--- src/core/motion_mirror_pkg.sv ---
// Constants shared by the device mirror bank: register offsets, field
// positions, masks and reset values.
// Assumes a 32-bit APB slave with byte addresses on an 8-bit address bus.
`default_nettype none

package motion_mirror_pkg;

  // --------------------------------------------------------------------
  // Sizes
  // --------------------------------------------------------------------
  localparam int ADDR_W = 8;
  localparam int STAT_W = 29;
  localparam int FN_NUM = 12;
  localparam int DREQ_NUM = 8;
  localparam int AXES = 32;
  localparam int CPUS = 4;
  localparam int IRQ_W = 3;

  // --------------------------------------------------------------------
  // Register byte offsets
  // --------------------------------------------------------------------
  localparam logic [7:0] OFS_STATUS = 8'h00;
  localparam logic [7:0] OFS_CMD = 8'h04;
  localparam logic [7:0] OFS_INTF = 8'h08;
  localparam logic [7:0] OFS_AXOFF = 8'h0C;
  localparam logic [7:0] OFS_AXDONE = 8'h10;
  localparam logic [7:0] OFS_IRQ_ST = 8'h14;
  localparam logic [7:0] OFS_IRQ_MASK = 8'h18;
  localparam logic [7:0] OFS_DREQ_BASE = 8'h20;
  localparam logic [7:0] OFS_DREQ_LAST = 8'h3C;

  // --------------------------------------------------------------------
  // Status mirror fields (bit i mirrors status device number base + i)
  // --------------------------------------------------------------------
  localparam int BIT_FSTOP = 12;
  localparam logic [28:0] STAT_USABLE = 29'h1EFFFFFF;
  localparam logic [28:0] FSTOP_MASK = 29'h00001000;
  localparam logic [28:0] ERR_MASK = 29'h00F0E33F;
  localparam logic [28:0] XFER_MASK = 29'h1E000000;

  // --------------------------------------------------------------------
  // Command functions, in internal flag order
  // --------------------------------------------------------------------
  localparam int FN_HOST_READY = 0;
  localparam int FN_SPEED_SWITCH = 1;
  localparam int FN_SERVO_ON_ALL = 2;
  localparam int FN_VIRT_MODE = 3;
  localparam int FN_JOG_SIMUL = 4;
  localparam int FN_ERR_HIST_CLR = 8;
  localparam int FN_CLOCK_SET = 9;
  localparam int FN_CLOCK_READ = 10;
  localparam int FN_ERR_RESET = 11;
  localparam int CMD_COMMON_W = 9;
  localparam int CMD_SPECIAL_LSB = 16;

  // --------------------------------------------------------------------
  // Interrupt status bits and reset values
  // --------------------------------------------------------------------
  localparam int IRQ_ERR = 0;
  localparam int IRQ_XFER = 1;
  localparam int IRQ_START = 2;
  localparam logic [11:0] FN_RST = 12'h000;
  localparam logic [31:0] AXOFF_RST = 32'h00000000;
  localparam logic [2:0] IRQ_MASK_RST = 3'h0;

endpackage

`default_nettype wire

--- src/core/axis_flag_bank.sv ---
// Per-axis start complete flags with their clear command edge detection.
// Assumes all inputs come from logic on the same clock.
`default_nettype none

module axis_flag_bank (
  input wire logic ref_clk,
  input wire logic sys_rst,
  input wire logic [31:0] start_done,
  input wire logic [31:0] start_is_servo,
  input wire logic [31:0] pos_done,
  input wire logic [31:0] off_cmd,
  output logic [31:0] flag,
  output logic set_event
);

  logic [31:0] off_prev_r;
  logic [31:0] set_vec;
  logic [31:0] clr_vec;

  // Only servo program starts complete a start; jog and handwheel do not.
  assign set_vec = start_done & start_is_servo; // RL12
  // A clear comes from a rising off command or a positioning completion.
  assign clr_vec = (off_cmd & ~off_prev_r) | pos_done; // RL13

  // ----------------------------------------------------------------------
  // Flag storage
  // ----------------------------------------------------------------------

  // Bit n belongs to axis n + 1; a set in the clearing cycle wins.
  always_ff @(posedge ref_clk) begin
    if (sys_rst) begin
      flag <= 32'h00000000;
      off_prev_r <= 32'h00000000;
      set_event <= 1'b0;
    end else begin
      flag <= (flag & ~clr_vec) | set_vec; // RL12 RL13 RL16
      off_prev_r <= off_cmd;
      set_event <= |(set_vec & ~flag);
    end
  end

endmodule

`default_nettype wire

--- src/core/motion_cpu_device_mirror.sv ---
// Status and command device bank of the motion CPU, reached over APB.
// Assumes the cycle ticks, relay states and axis events come from logic
// on ref_clk, so none of them is synchronised here.
//
// Implementation choices: the register addresses and the APB register port.
`default_nettype none

// Functional notes
// RL1 - Status mirror bits equal their internal relays after each refresh.
// RL2 - Error flags are copied the same clock the error appears.
// RL3 - Four transfer complete flags, one per CPU, follow instruction completion.
// RL4 - Forced stop input flag is refreshed only on operation cycle ticks.
// RL5 - Command rising edge sets its internal flag, falling edge clears it.
// RL6 - Direct internal flag writes never change the command register.
// RL7 - Command edge beats a data register edge at the same fetch.
// RL8 - Software may also write internal flags directly.
// RL9 - Software clears the error history clear command; hardware never does.
// RL10 - Each command is sampled at its own fetch tick.
// RL11 - Clock set, clock read and error reset sample each main cycle.
// RL12 - Axis start complete sets on servo program start, not jog or handwheel.
// RL13 - Axis start complete clears on off command rise or positioning done.
// RL14 - Data register bit 0 rise turns flag on, fall turns it off.
// RL15 - Of two writes to one device, the later one stands.
// RL16 - Axis index equals axis number minus one, zero to thirty-one.
// RL17 - Unusable device positions read zero and ignore writes.
module motion_cpu_device_mirror (
  input wire logic ref_clk,
  input wire logic sys_rst,
  input wire logic psel,
  input wire logic penable,
  input wire logic pwrite,
  input wire logic [7:0] paddr,
  input wire logic [31:0] pwdata,
  output logic [31:0] prdata,
  output logic pready,
  output logic pslverr,
  input wire logic [28:0] special_relay,
  input wire logic main_cycle_tick,
  input wire logic op_cycle_tick,
  input wire logic start_tick,
  input wire logic virt_mode_tick,
  input wire logic [31:0] axis_start_done,
  input wire logic [31:0] axis_start_is_servo,
  input wire logic [31:0] axis_pos_done,
  output logic [11:0] internal_flag,
  output logic [31:0] axis_start_complete_flag,
  output logic irq
);

  // ----------------------------------------------------------------------
  // Helper functions
  // ----------------------------------------------------------------------

  // Packs the command register word into function order.
  function automatic logic [11:0] word_to_fn(input logic [31:0] w);
    word_to_fn = {w[18:16], w[8:0]};
  endfunction

  // Places the function vector into the command register layout.
  function automatic logic [31:0] fn_to_word(input logic [11:0] f);
    fn_to_word = {13'h0000, f[11:9], 7'h00, f[8:0]};
  endfunction

  // True when the address equals the given offset, in any bus phase.
  function automatic logic hit(input logic [7:0] a, input logic [7:0] ofs);
    hit = (a == ofs);
  endfunction

  // ----------------------------------------------------------------------
  // Declarations
  // ----------------------------------------------------------------------
  logic [28:0] mirror_r;
  logic [28:0] mirror_nxt;
  logic [11:0] cmd_r;
  logic [11:0] cmd_seen_r;
  logic [11:0] fn_flag_r;
  logic [11:0] fetch;
  logic [11:0] cmd_chg;
  logic [7:0] dreq_r;
  logic [7:0] dreq_seen_r;
  logic [7:0] dreq_chg;
  logic [31:0] axoff_r;
  logic [2:0] irq_st_r;
  logic [2:0] irq_mask_r;
  logic [2:0] irq_ev;
  logic [2:0] irq_clr;
  logic [31:0] prdata_nxt;
  logic [31:0] axdone;
  logic start_event;
  logic setup;
  logic access;
  logic wr;
  logic rd;
  logic addr_ok;
  logic is_dreq;
  logic [2:0] dreq_idx;
  logic [28:0] err_prev_r;
  logic [28:0] xfer_prev_r;
  logic rd_irq_r;
  logic [11:0] intf_wdata;

  // ----------------------------------------------------------------------
  // APB handshake
  // ----------------------------------------------------------------------

  // Read data is built in the setup cycle so the access cycle never waits.
  assign setup = psel & ~penable;
  assign access = psel & penable;
  assign pready = 1'b1;
  assign wr = access & pwrite;
  assign rd = access & ~pwrite;
  assign is_dreq = (paddr >= motion_mirror_pkg::OFS_DREQ_BASE)
                   & (paddr <= motion_mirror_pkg::OFS_DREQ_LAST)
                   & (paddr[1:0] == 2'h0);
  assign dreq_idx = paddr[4:2];

  // Decodes which register, if any, the current address selects.
  always_comb begin
    addr_ok = 1'b1;
    prdata_nxt = 32'h00000000;
    if (hit(paddr, motion_mirror_pkg::OFS_STATUS)) begin
      prdata_nxt = {3'h0, mirror_r}; // RL1 RL17
    end else if (hit(paddr, motion_mirror_pkg::OFS_CMD)) begin
      prdata_nxt = fn_to_word(cmd_r); // RL6
    end else if (hit(paddr, motion_mirror_pkg::OFS_INTF)) begin
      prdata_nxt = fn_to_word(fn_flag_r);
    end else if (hit(paddr, motion_mirror_pkg::OFS_AXOFF)) begin
      prdata_nxt = axoff_r;
    end else if (hit(paddr, motion_mirror_pkg::OFS_AXDONE)) begin
      prdata_nxt = axdone;
    end else if (hit(paddr, motion_mirror_pkg::OFS_IRQ_ST)) begin
      prdata_nxt = {29'h00000000, irq_st_r};
    end else if (hit(paddr, motion_mirror_pkg::OFS_IRQ_MASK)) begin
      prdata_nxt = {29'h00000000, irq_mask_r};
    end else if (is_dreq) begin
      prdata_nxt = {31'h00000000, dreq_r[dreq_idx]};
    end else begin
      addr_ok = 1'b0;
    end
  end

  // Read data and the error answer are registered during the setup cycle.
  always_ff @(posedge ref_clk) begin
    if (sys_rst) begin
      prdata <= 32'h00000000;
      pslverr <= 1'b0;
      rd_irq_r <= 1'b0;
    end else if (setup) begin
      prdata <= pwrite ? 32'h00000000 : prdata_nxt;
      pslverr <= ~addr_ok;
      rd_irq_r <= ~pwrite & hit(paddr, motion_mirror_pkg::OFS_IRQ_ST);
    end
  end

  // ----------------------------------------------------------------------
  // Status mirror
  // ----------------------------------------------------------------------

  // Event flags copy at once; forced stop waits for its operation tick.
  always_comb begin
    mirror_nxt = special_relay & ~motion_mirror_pkg::FSTOP_MASK; // RL2 RL3
    if (op_cycle_tick) begin
      mirror_nxt = mirror_nxt | (special_relay
                   & motion_mirror_pkg::FSTOP_MASK); // RL4
    end else begin
      mirror_nxt = mirror_nxt | (mirror_r
                   & motion_mirror_pkg::FSTOP_MASK);
    end
    mirror_nxt = mirror_nxt & motion_mirror_pkg::STAT_USABLE; // RL17
  end

  // Holds the mirrored status devices.
  always_ff @(posedge ref_clk) begin
    if (sys_rst) begin
      mirror_r <= 29'h00000000;
    end else begin
      mirror_r <= mirror_nxt; // RL1
    end
  end

  // ----------------------------------------------------------------------
  // Command register and data request registers
  // ----------------------------------------------------------------------

  // Software writes commands; unusable bits are dropped on the way in.
  always_ff @(posedge ref_clk) begin
    if (sys_rst) begin
      cmd_r <= motion_mirror_pkg::FN_RST;
    end else if (wr & hit(paddr, motion_mirror_pkg::OFS_CMD)) begin
      cmd_r <= word_to_fn(pwdata); // RL9 RL15 RL17
    end
  end

  // Only bit 0 of each data request register is kept.
  always_ff @(posedge ref_clk) begin
    if (sys_rst) begin
      dreq_r <= 8'h00;
    end else if (wr & is_dreq) begin
      dreq_r[dreq_idx] <= pwdata[0]; // RL14 RL15
    end
  end

  // Per-axis complete signal off commands, bit n for axis n + 1.
  always_ff @(posedge ref_clk) begin
    if (sys_rst) begin
      axoff_r <= motion_mirror_pkg::AXOFF_RST;
    end else if (wr & hit(paddr, motion_mirror_pkg::OFS_AXOFF)) begin
      axoff_r <= pwdata; // RL16
    end
  end

  // ----------------------------------------------------------------------
  // Fetch points
  // ----------------------------------------------------------------------

  // Each function looks at its command only on its own tick.
  always_comb begin
    fetch = {motion_mirror_pkg::FN_NUM{main_cycle_tick}}; // RL10 RL11
    fetch[motion_mirror_pkg::FN_SPEED_SWITCH] = start_tick; // RL10
    fetch[motion_mirror_pkg::FN_SERVO_ON_ALL] = op_cycle_tick; // RL10
    fetch[motion_mirror_pkg::FN_VIRT_MODE] = virt_mode_tick;
  end

  assign cmd_chg = cmd_r ^ cmd_seen_r;
  assign dreq_chg = dreq_r ^ dreq_seen_r;

  // Remembers the command and request levels seen at the last fetch.
  always_ff @(posedge ref_clk) begin
    if (sys_rst) begin
      cmd_seen_r <= motion_mirror_pkg::FN_RST;
      dreq_seen_r <= 8'h00;
    end else begin
      for (int i = 0; i < motion_mirror_pkg::FN_NUM; i++) begin
        if (fetch[i]) begin
          cmd_seen_r[i] <= cmd_r[i];
        end
      end
      for (int i = 0; i < motion_mirror_pkg::DREQ_NUM; i++) begin
        if (fetch[i]) begin
          dreq_seen_r[i] <= dreq_r[i];
        end
      end
    end
  end

  // ----------------------------------------------------------------------
  // Internal request flags
  // ----------------------------------------------------------------------

  // A command edge wins over a data request edge at the same fetch, and
  // both win over a direct write landing on the same clock.
  always_ff @(posedge ref_clk) begin
    if (sys_rst) begin
      fn_flag_r <= motion_mirror_pkg::FN_RST;
    end else begin
      for (int i = 0; i < motion_mirror_pkg::FN_NUM; i++) begin
        if (fetch[i] & cmd_chg[i]) begin
          fn_flag_r[i] <= cmd_r[i]; // RL5 RL7
        end else if (i < motion_mirror_pkg::DREQ_NUM && fetch[i]
                     && dreq_chg[i[2:0]]) begin
          fn_flag_r[i] <= dreq_r[i[2:0]]; // RL14
        end else if (wr & hit(paddr, motion_mirror_pkg::OFS_INTF)) begin
          fn_flag_r[i] <= intf_wdata[i]; // RL6 RL8 RL15
        end
      end
    end
  end

  assign internal_flag = fn_flag_r;
  assign intf_wdata = word_to_fn(pwdata);

  // ----------------------------------------------------------------------
  // Per-axis start complete flags
  // ----------------------------------------------------------------------

  // The bank keeps one flag per axis and reports new sets.
  axis_flag_bank u_axis_bank (
    .ref_clk(ref_clk),
    .sys_rst(sys_rst),
    .start_done(axis_start_done),
    .start_is_servo(axis_start_is_servo),
    .pos_done(axis_pos_done),
    .off_cmd(axoff_r),
    .flag(axdone),
    .set_event(start_event)
  );

  assign axis_start_complete_flag = axdone;

  // ----------------------------------------------------------------------
  // Interrupts
  // ----------------------------------------------------------------------

  // Edge history for error and transfer complete status bits.
  always_ff @(posedge ref_clk) begin
    if (sys_rst) begin
      err_prev_r <= 29'h00000000;
      xfer_prev_r <= 29'h00000000;
    end else begin
      err_prev_r <= mirror_r & motion_mirror_pkg::ERR_MASK;
      xfer_prev_r <= mirror_r & motion_mirror_pkg::XFER_MASK;
    end
  end

  // Events: a new error, a finished transfer, a new axis start complete.
  always_comb begin
    irq_ev = 3'h0;
    irq_ev[motion_mirror_pkg::IRQ_ERR] =
      |(mirror_r & motion_mirror_pkg::ERR_MASK & ~err_prev_r);
    irq_ev[motion_mirror_pkg::IRQ_XFER] =
      |(mirror_r & motion_mirror_pkg::XFER_MASK & ~xfer_prev_r);
    irq_ev[motion_mirror_pkg::IRQ_START] = start_event;
  end

  // A status read clears only the bits it returned.
  assign irq_clr = (rd & rd_irq_r) ? prdata[2:0] : 3'h0;

  // Sticky status; a new event in the clearing cycle stays set.
  always_ff @(posedge ref_clk) begin
    if (sys_rst) begin
      irq_st_r <= 3'h0;
    end else begin
      irq_st_r <= (irq_st_r & ~irq_clr) | irq_ev;
    end
  end

  // Mask register, same layout as the status register.
  always_ff @(posedge ref_clk) begin
    if (sys_rst) begin
      irq_mask_r <= motion_mirror_pkg::IRQ_MASK_RST;
    end else if (wr & hit(paddr, motion_mirror_pkg::OFS_IRQ_MASK)) begin
      irq_mask_r <= pwdata[2:0];
    end
  end

  // Level interrupt while any unmasked status bit is set.
  always_ff @(posedge ref_clk) begin
    if (sys_rst) begin
      irq <= 1'b0;
    end else begin
      irq <= |((irq_st_r & ~irq_clr | irq_ev) & irq_mask_r);
    end
  end

endmodule

`default_nettype wire

--- config.mk ---
export PLATFORM = sky130hd
export DESIGN_NAME = motion_cpu_device_mirror
export DESIGN_NICKNAME = d
export VERILOG_FILES = /design/src/core/motion_mirror_pkg.sv /design/src/core/axis_flag_bank.sv /design/src/core/motion_cpu_device_mirror.sv
export SDC_FILE = /design/constraint.sdc
export NUM_CORES = 1
export LEC_CHECK = 0
export ABC_AREA = 1
export BUFFER_PORTS_ARGS = -buffer_cell sky130_fd_sc_hd__buf_2
export CORE_MARGIN = 5
export CORE_UTILIZATION = 48
export CTS_CLUSTER_SIZE = 16
export DETAILED_ROUTE_END_ITERATION = 8
export PLACE_DENSITY = 0.76
export SLEW_MARGIN = 10
export SYNTH_ARGS = -nofsm -noshare
export SYNTH_HDL_FRONTEND = slang
export SYNTH_SLANG_ARGS = --single-unit
--- constraint.sdc ---
create_clock -name ref_clk -period 1.5 [get_ports ref_clk]
set_input_delay 0.225 -clock ref_clk [delete_from_list [all_inputs] [get_ports ref_clk]]
set_output_delay 0.225 -clock ref_clk [all_outputs]
set_load 0.01 [all_outputs]
# After elaboration in Yosys (flattened, before gate mapping)
# Index checks and enable logic that the tools add are counted.
[word_totals] reg_bits=277 latch_bits=0 ramBits=0 mem_bits_ro=0 input_bits=174 wordCells=180 n_memories=0
[op_classes] addsub=0 n_mul=0 div_mod_pow=0 order_cmp=4 n_eq_ne=6 n_shift=0 muxes=56 bitwise=49 n_reduce_logical=27
[op_table] cell="$mux 32" n=6
[op_table] cell="$and 32x32->32" n=4
[op_table] cell="$not 32->32" n=3
[op_table] cell="$or 32x32->32" n=2
[op_table] cell="$not 29->29" n=2
[op_table] cell="$or 29x13->29" n=2
[op_table] cell="$reduce_or 29->1" n=2
[op_table] cell="$mux 1" n=43
[op_table] cell="$reduce_or 32->1" n=1
[op_table] cell="$and 24x29->29" n=1
[op_table] cell="$and 29x29->29" n=1
[op_table] cell="$mux 29" n=1
[op_table] cell="$and 1x1->1" n=25
[op_table] cell="$eq 8x5->1 const B" n=3
[op_table] cell="$reduce_bool 3->1" n=8
[op_table] cell="$eq 8x4->1 const B" n=2
[op_table] cell="$xor 12x12->12" n=1
[op_table] cell="$logic_and 1x1->1" n=9
[op_table] cell="$mux 3" n=3
[op_table] cell="$bwmux 8" n=1
[op_table] cell="$eq 8x3->1 const B" n=1
[op_table] cell="$ge 8x6->1 const B" n=1
[op_table] cell="$le 8x6->1 const B" n=1
[op_table] cell="$logic_not 8->1" n=1
[op_table] cell="12 further kinds" n=18

# Logic depth before layout (Yosys ltp)
# Gate-level depths: netlist of the first run.
[logic_depth] depth_word=12 depth_mapped=13

# Hierarchy
# A second synthesis of the first run with hierarchy kept.
[hier_totals] cells_unflattened=1361 hier_area_um2=9932.0
[by_module_without_submodules] module="motion_cpu_device_mirror" n_inst=1 cells_per_inst=1007 area_each_um2=7372.1
[by_module_without_submodules] module="axis_flag_bank" n_inst=1 cells_per_inst=354 area_each_um2=2560.0

# Worst setup path after synthesis of the first run
# No wires, ideal clock.
[synth_path] path_type="input port to flip-flop" startpoint="input port paddr[5]" endpoint="register axoff_r[19]" arrival_time_ns=1.311 required_ns=1.381 path_slack_ns=0.070 stages=10 path_buffers=2 path_cell_list="inv_1 nand3_4 inv_6 nand2_4 nor2_8 inv_2 buf_6 buf_6 o21ai_0 a21oi_1"
[synth_between] elab_chain_len=2
[synth_rtl] element="start: declaration" line_no="motion_cpu_device_mirror.sv:32" text="input wire logic [7:0] paddr,"
[synth_rtl] element="$eq 8x4->1" line_no="motion_cpu_device_mirror.sv:66" text="hit = (a == ofs);"
[synth_rtl] element="$and 1x1->1" line_no="motion_cpu_device_mirror.sv:207" text="end else if (wr & hit(paddr, motion_mirror_pkg::OFS_AXOFF)) begin"
[synth_rtl] element="end signal: assignment" line_no="motion_cpu_device_mirror.sv:206" text="axoff_r <= motion_mirror_pkg::AXOFF_RST;"
[synth_rtl] element="end signal: assignment" line_no="motion_cpu_device_mirror.sv:208" text="axoff_r <= pwdata;"
[synth_rtl] element="end: declaration" line_no="motion_cpu_device_mirror.sv:82" text="logic [31:0] axoff_r;"
# Every way passes these cells.
# A chain may end at the register's enable or synchronous reset.

# Worst setup path in the final report of the first run
[layout_path] startpoint="register mirror_r[15]" endpoint="register irq"
[layout_between] elab_chain_len=5
[layout_rtl] element="start: declaration" line_no="motion_cpu_device_mirror.sv:72" text="logic [28:0] mirror_r;"
[layout_rtl] element="start signal: assignment" line_no="motion_cpu_device_mirror.sv:177" text="mirror_r <= mirror_nxt;"
[layout_rtl] element="$and 24x29->29" line_no="motion_cpu_device_mirror.sv:309" text="|(mirror_r & motion_mirror_pkg::ERR_MASK & ~err_prev_r);"
[layout_rtl] element="$reduce_or 29->1" line_no="motion_cpu_device_mirror.sv:309"
[layout_rtl] element="$or 3x3->3" line_no="motion_cpu_device_mirror.sv:341" text="irq <= |((irq_st_r & ~irq_clr | irq_ev) & irq_mask_r);"
[layout_rtl] element="$and 3x3->3" line_no="motion_cpu_device_mirror.sv:341"
[layout_rtl] element="$reduce_or 3->1" line_no="motion_cpu_device_mirror.sv:341"
[layout_rtl] element="end signal: assignment" line_no="motion_cpu_device_mirror.sv:341"
[layout_rtl] element="end: declaration" line_no="motion_cpu_device_mirror.sv:47" text="output logic irq"
# Every way passes these cells.

==> impl_metrics.csv, run 1 <==
group,metric,value,unit
routing,dr.first_iter.drc_count,809,
clocking,clkSinkCount,237,
clocking,cts-root-buf,"clkbuf_16",
global_route,grt_pass1_vias,9861,
pwr,power_density,1030,nW/um^2
timing,min_period,1.43,ns
global_route,grt_max_degree,45,
synthesis,synth-seq-cells,237,
synthesis,synth_edf_count,0,
setup_path,path_max_fanout,3,
routing,drtAntennaViolNets,0,
synthesis,ys_warn_count,0,
floorplanning,io_pins,253,
routing,viasPerCell,5.24,
layout,mostFrequentLayoutCell,"buf_2",
layout,final_cell_mix,"buf_2 (249), dfxtp_1 (237), nand2_1 (224)",
timing,maxSlewViolCount,0,
floorplanning,die_h,152,um
floorplanning,die_x,152,um
placed_design,place_area,11600,sq um
layout,areaGrowthSynthToFinish,35.9,%
setup_path,slowest_delay,0.43,ns
clocking,htreeDepth,1,
timing,rsz0062_at_grt,"no",
global_route,met1_usage,36.9,%
synthesis,syn_area,9700,sq um
setup_path,start_kind,"flop",
global_route,grt_util_met2,44.1,%
pwr,peakVddDrop,699,uV
layout,finalNetCount,1829,
pwr,finalPower,0.0135,W
synthesis,yosysUniqueCellTypes,42,
routing,vias,10200,
synthesis,yosysSeqAreaShare,48.9,%
pwr,p_leak,6.09,nW
flow_run,drv_cap,0,
timing,fin_crit_sh,95.1,%
routing,routed_wl,33200,um
global_route,grt_pass1_wl,51800,um
setup_path,crit_type,"flop to flop",
global_route,grt_busiest_layer,"met2",
timing,fin_hold_ws,0.00377,ns
layout,drive_gt1_share,23.7,%
status,status,"finished, final reports clean",
clocking,clk_latency,0.51,ns
routing,dr.pass1.iters,5,
setup_path,worstPathRequired,1.88,ns
timing,fin_skew,0.0128,ns
synthesis,syn_avg_cell_area,7.55,sq um
floorplanning,core_area,20000,sq um
layout,postLayoutCellArea,13200,sq um
routing,drc,0,
setup_path,endpoint_kind,"flop",
synthesis,synth_cells,1285,
clocking,clock_path_buffers,3,
placed_design,dp_hpwl,24100,um
worst_hold_path,hold_class,"input port to flop",
setup_path,path_cells,"inv_1, o22ai_1, nor4_1, nand3_1, nand3_1, nand2_1",
clocking,cts_setup_buffers,0,
placed_design,place_congestion,0.953,
synthesis,syn_nets,1459,
setup_path,critPathArrivalTime,1.81,ns
floorplanning,die_area,23100,sq um
global_route,grt_antenna_before_repair,3,
synthesis,synth-async-reset-ratio,0,%
global_route,grtUsageTotal,27.2,%
setup_path,cp_slowest_cell,"nor4_1",
setup_path,crit_path_frequent_cell,"nand3_1",
timing,tns,0,ns
floorplanning,fp-row-count,52,
clocking,cts_made_buffers,25,
floorplanning,start_util,48.4,%
clocking,cts_tree,"done",
global_route,gr-total-overflow,0,
global_route,use_met3,4.91,%
routing,wl_per_cell,17.1,um
placed_design,port_buffers,250,
clocking,clk_pin_slew,0.06,ns
synthesis,synthFlopType,"dfxtp_1",
timing,clock.fmax,0.701,GHz
timing,hold_viol_final,0,
timing,setup_viol,0,
[stage by stage]
stage          util (%)  cells  setup slack [ns]
6_report           65.8   1946            0.0741
3_5_place_dp       57.8   1816            -0.283
3_3_place_gp       57.8   1816            -0.253
2_1_floorplan         -   1285            0.0700
4_1_cts            65.7   1942            0.0653
5_1_grt            65.8   1945           0.00677
[power by group]
part	leakage (nW)	internal [W]	switching, W
clock	0.380	0.00336	0.00240
combinational	3.78	0.000566	0.000674
sequential	1.93	0.00644	0.0000967
total	6.09	0.0104	0.00317
[flip-flops by register name, indices dropped and copies added (netlist names), 3 cells and up]
signal                  count
prdata                     32
irq_mask_r                  3
axoff_r                    32
dreq_seen_r                 8
mirror_r                   28
irq_st_r                    3
cmd_r                      12
u_axis_bank.flag           32
internal_flag              12
dreq_r                      8
xfer_prev_r                 4
u_axis_bank.off_prev_r     32
err_prev_r                 15
cmd_seen_r                 12
[critical path, delay by kind of cell, from the launching register on]
kind / cells / cell delay, ns
AOI/OAI and AO/OA: 1 / 0.10
buffers and inverters: 1 / 0.13
DFF: 1 / 0.29
and+or+nand+nor: 4 / 0.78
[worst paths after layout]
| check | slack (ns) | startpoint | endpoint | cells past startpoint |
|---|---|---|---|---|
| worst max-delay path | 0.07 | mirror_r[15]$_SDFF_PP0_ | irq$_SDFF_PP0_ | 6 |
| worst min-delay path | 0.004 | axis_pos_done[12] | u_axis_bank.flag[12]$_SDFF_PP0_ | 4 |
| worst max register to register | 0.07 | mirror_r[15]$_SDFF_PP0_ | irq$_SDFF_PP0_ | 6 |
| worst min register to register | 0.46 | mirror_r[23]$_SDFF_PP0_ | err_prev_r[23]$_SDFF_PP0_ | 2 |
[cell families after synthesis]
group / Yosys count / synth area share (%)
AOI/OAI and AO/OA: 341 / 20.0
other: 1 / 0.0387
buffers and inverters: 223 / 9.70
and+or+nand+nor: 483 / 21.3
DFF: 237 / 48.9
[area by class of cell]
class | count | area [sq um]
diodes | 4 | 10.0
clock buffers | 39 | 738
clock inverters | 5 | 28.8
fillers | 1705 | 6860
inverters | 164 | 624
multi-input cells | 825 | 4020
flip-flops and latches | 237 | 4740
well taps | 270 | 338
repair buffers | 402 | 2680
[synth_stat cells (2+ instances only)]
cell type / n / area [sq um]
o22a_1: 2 / 17.5
or2_2: 4 / 25.0
a22oi_2: 2 / 25.0
nor2_1: 186 / 698
nor2_8: 2 / 40.0
o311ai_1: 4 / 35.0
inv_2: 9 / 33.8
o21ai_1: 9 / 45.0
buf_2: 7 / 35.0
a31oi_1: 10 / 62.6
a211oi_1: 16 / 120
o221ai_1: 7 / 61.3
nor3_1: 2 / 10.0
buf_4: 5 / 37.5
nand3_4: 2 / 35.0
a21oi_1: 161 / 806
nor2_4: 8 / 90.1
a22oi_1: 2 / 15.0
nand3_1: 34 / 170
dfxtp_1: 237 / 4740
o311ai_0: 4 / 35.0
o2111ai_1: 10 / 87.6
nand4_1: 10 / 62.6
o211ai_1: 10 / 75.1
o22ai_1: 23 / 144
nor4_1: 4 / 25.0
buf_6: 9 / 101
o21ai_0: 79 / 395
nand2_4: 4 / 45.0
inv_1: 152 / 571
clkbuf_1: 35 / 131
buf_1: 3 / 11.3
nand2_1: 224 / 841
[timing repair]
action / 4_1_cts / 5_1_grt
endpoints found under the hold margin: 64 / 0
setup endpoints to repair: 0 / 1
resized for setup: 0 / 1
hold buffers: 82 / 0
[routing by layer]
metal | vias up | part of all wire (%)
li1 | 4962 | -
met1 | 4715 | 43
met2 | 447 | 46
met3 | 71 | 8.0
met4 | 0 | 3.5
met5 | - | 0
Note: power is estimated with default switching activity, not from simulation.
==> inputs of run 2 (changes only) <==
clock period = 1.2 ns   (was 1.5 ns; I/O delays follow)
==> impl_metrics.csv, run 2 (same netlist as run 1, synthesis figures left out) <==
group,metric,value,unit
clocking,cts_tree,"done",
routing,dr.pass1.iters,9,
placed_design,dp_slack,-0.538,ns
routing,drtAntennaViolNets,0,
pwr,finalPower,0.0190,W
floorplanning,fp-row-count,52,
clocking,clkSinkCount,237,
timing,fin_skew,0.0145,ns
timing,hold_viol_final,1,
setup_path,crit_type,"input port to flop",
floorplanning,die_x,152,um
clocking,htreeDepth,1,
routing,dr.first_iter.drc_count,1876,
timing,min_period,1.75,ns
timing,clock.fmax,0.571,GHz
timing,max_slew.worst_pin.slew,0.706,ns
worst_hold_path,hold_class,"input port to flop",
clocking,clk_pin_slew,0.07,ns
global_route,grt_antenna_before_repair,3,
clocking,clk_latency,0.54,ns
timing,rsz0062_at_grt,"yes",
routing,met2_length,21600,um
timing,fin_crit_sh,146,%
layout,drive_gt1_share,36.8,%
routing,routed_wl,47800,um
flow_run,drv_cap,0,
floorplanning,io_pins,253,
routing,wl_per_cell,22.7,um
clocking,cts_made_buffers,25,
floorplanning,start_util,48.4,%
status,violations,"design-rule violations, negative hold slack, negative setup slack",
global_route,gr-total-overflow,0,
layout,final_cell_mix,"nand2_1 (201), buf_2 (193), nor2_1 (181)",
global_route,grtUsageTotal,33.9,%
floorplanning,die_area,23100,sq um
timing,fin_hold_ws,-0.00317,ns
timing,tns,-2.73,ns
timing,maxSlewHeadroom,52.9,%
clocking,cts-root-buf,"clkbuf_16",
status,status,"finished, violations left",
setup_path,path_max_fanout,22,
timing,maxSlewViolCount,0,
routing,wl_met3,5830,um
layout,nFillCells,1118,
clocking,clock_path_buffers,3,
routing,drc,18,
global_route,grt_pass1_vias,11900,
routing,wl_met1,16400,um
global_route,grt_pass1_wl,63800,um
floorplanning,die_h,152,um
placed_design,place_congestion,0.936,
global_route,grt_max_degree,49,
pwr,peakVddDrop,957,uV
routing,highest_layer,"met4",
timing,fin_ws,-0.551,ns
layout,mostFrequentLayoutCell,"nand2_1",
layout,finalNetCount,1991,
placed_design,dp_hpwl,24900,um
floorplanning,core_area,20000,sq um
setup_path,critPathArrivalTime,2.12,ns
pwr,p_leak,7.15,nW
setup_path,worstPathRequired,1.57,ns
setup_path,start_kind,"input port",
routing,vias,12300,
routing,viasPerCell,5.85,
pwr,power_density,1200,nW/um^2
placed_design,port_buffers,250,
timing,setup_viol,43,
setup_path,endpoint_kind,"flop",
layout,areaGrowthSynthToFinish,63.4,%
[run 2: cell count changes in the layout (fill, tap and decap cells not counted), moves of 23 or more]
cell           change
o21ai_0           -26
a21oi_2           +33
buf_6             +62
nand2_1           -23
dlygate4sd3_1     +49
a21oi_1           -37
dfxtp_2           +52
buf_2             -56
dfxtp_1           -71
buf_4             +81
[run 2: final timing paths]
kind                          startpoint                  endpoint  slack (ns)  depth (start not counted)
setup / recovery                paddr[5]  axoff_r[30]$_SDFFE_PP0P_       -0.55                         11
hold / removal                pwdata[18]  axoff_r[18]$_SDFFE_PP0P_      -0.003                          3
setup reg to reg   rd_irq_r$_SDFFE_PP0P_            irq$_SDFF_PP0_       -0.21                          6
hold reg to reg   mirror_r[9]$_SDFF_PP0_  err_prev_r[9]$_SDFF_PP0_        0.47                          2
[run 2: repair_timing]
item,CTS,global route
setup endpoints to repair,68,105
hold endpoints to repair,90,0
hold buffers,146,0
cloned,0,3
setup buffers,26,25
gates resized for setup,133,166
pin swaps,16,50
[run 2: per-layer routing]
layer  vias to the layer above  global-route usage (%)
met5                         -                       0
met4                         0                    17.5
met3                       366                    7.64
met2                      1097                    58.1
met1                      5574                    39.7
li1                       5293                       -
[run 2: metrics by stage]
step | area, sq um | std cells | utilization, %
floorplan | 9800 | 1285 | -
global placement | 12100 | 1874 | 60.6
detailed placement | 12100 | 1874 | 60.6
CTS | 15000 | 2083 | 74.9
global route | 15900 | 2108 | 79.1
finish | 15900 | 2108 | 79.1
[run 2: power breakdown]
group / leakage, nW / switching (W) / total, W / internal [W]
Combinational: 4.75 / 0.00121 / 0.00236 / 0.00114
Sequential: 1.97 / 0.000130 / 0.00816 / 0.00803
Clock: 0.431 / 0.00346 / 0.00847 / 0.00501
Total: 7.15 / 0.00480 / 0.0190 / 0.0142
[run 2: cell type report]
type / instances / area, sq um / share of cell area [%]
Sequential cell: 237 / 4880 / 30.8
Clock buffer: 35 / 713 / 4.50
Clock inverter: 11 / 161 / 1.02
Antenna cell: 2 / 5.00 / 0.0316
Tap cell: 270 / 338 / 2.13
Multi-Input combinational cell: 825 / 4520 / 28.5
Timing Repair inverter: 1 / 7.51 / 0.0474
Inverter: 164 / 639 / 4.03
Timing Repair Buffer: 563 / 4580 / 28.9
[run 2: worst max-delay path, cell delays in order]
cell and delay, ns:
buf_2 0.11, clkinvlp_4 0.12, nand3_4 0.13, buf_12 0.13
inv_6 0.05, nand2_8 0.08, nor2_8 0.05, inv_4 0.21
buf_12 0.20, o21ai_1 0.22, a21oi_1 0.64
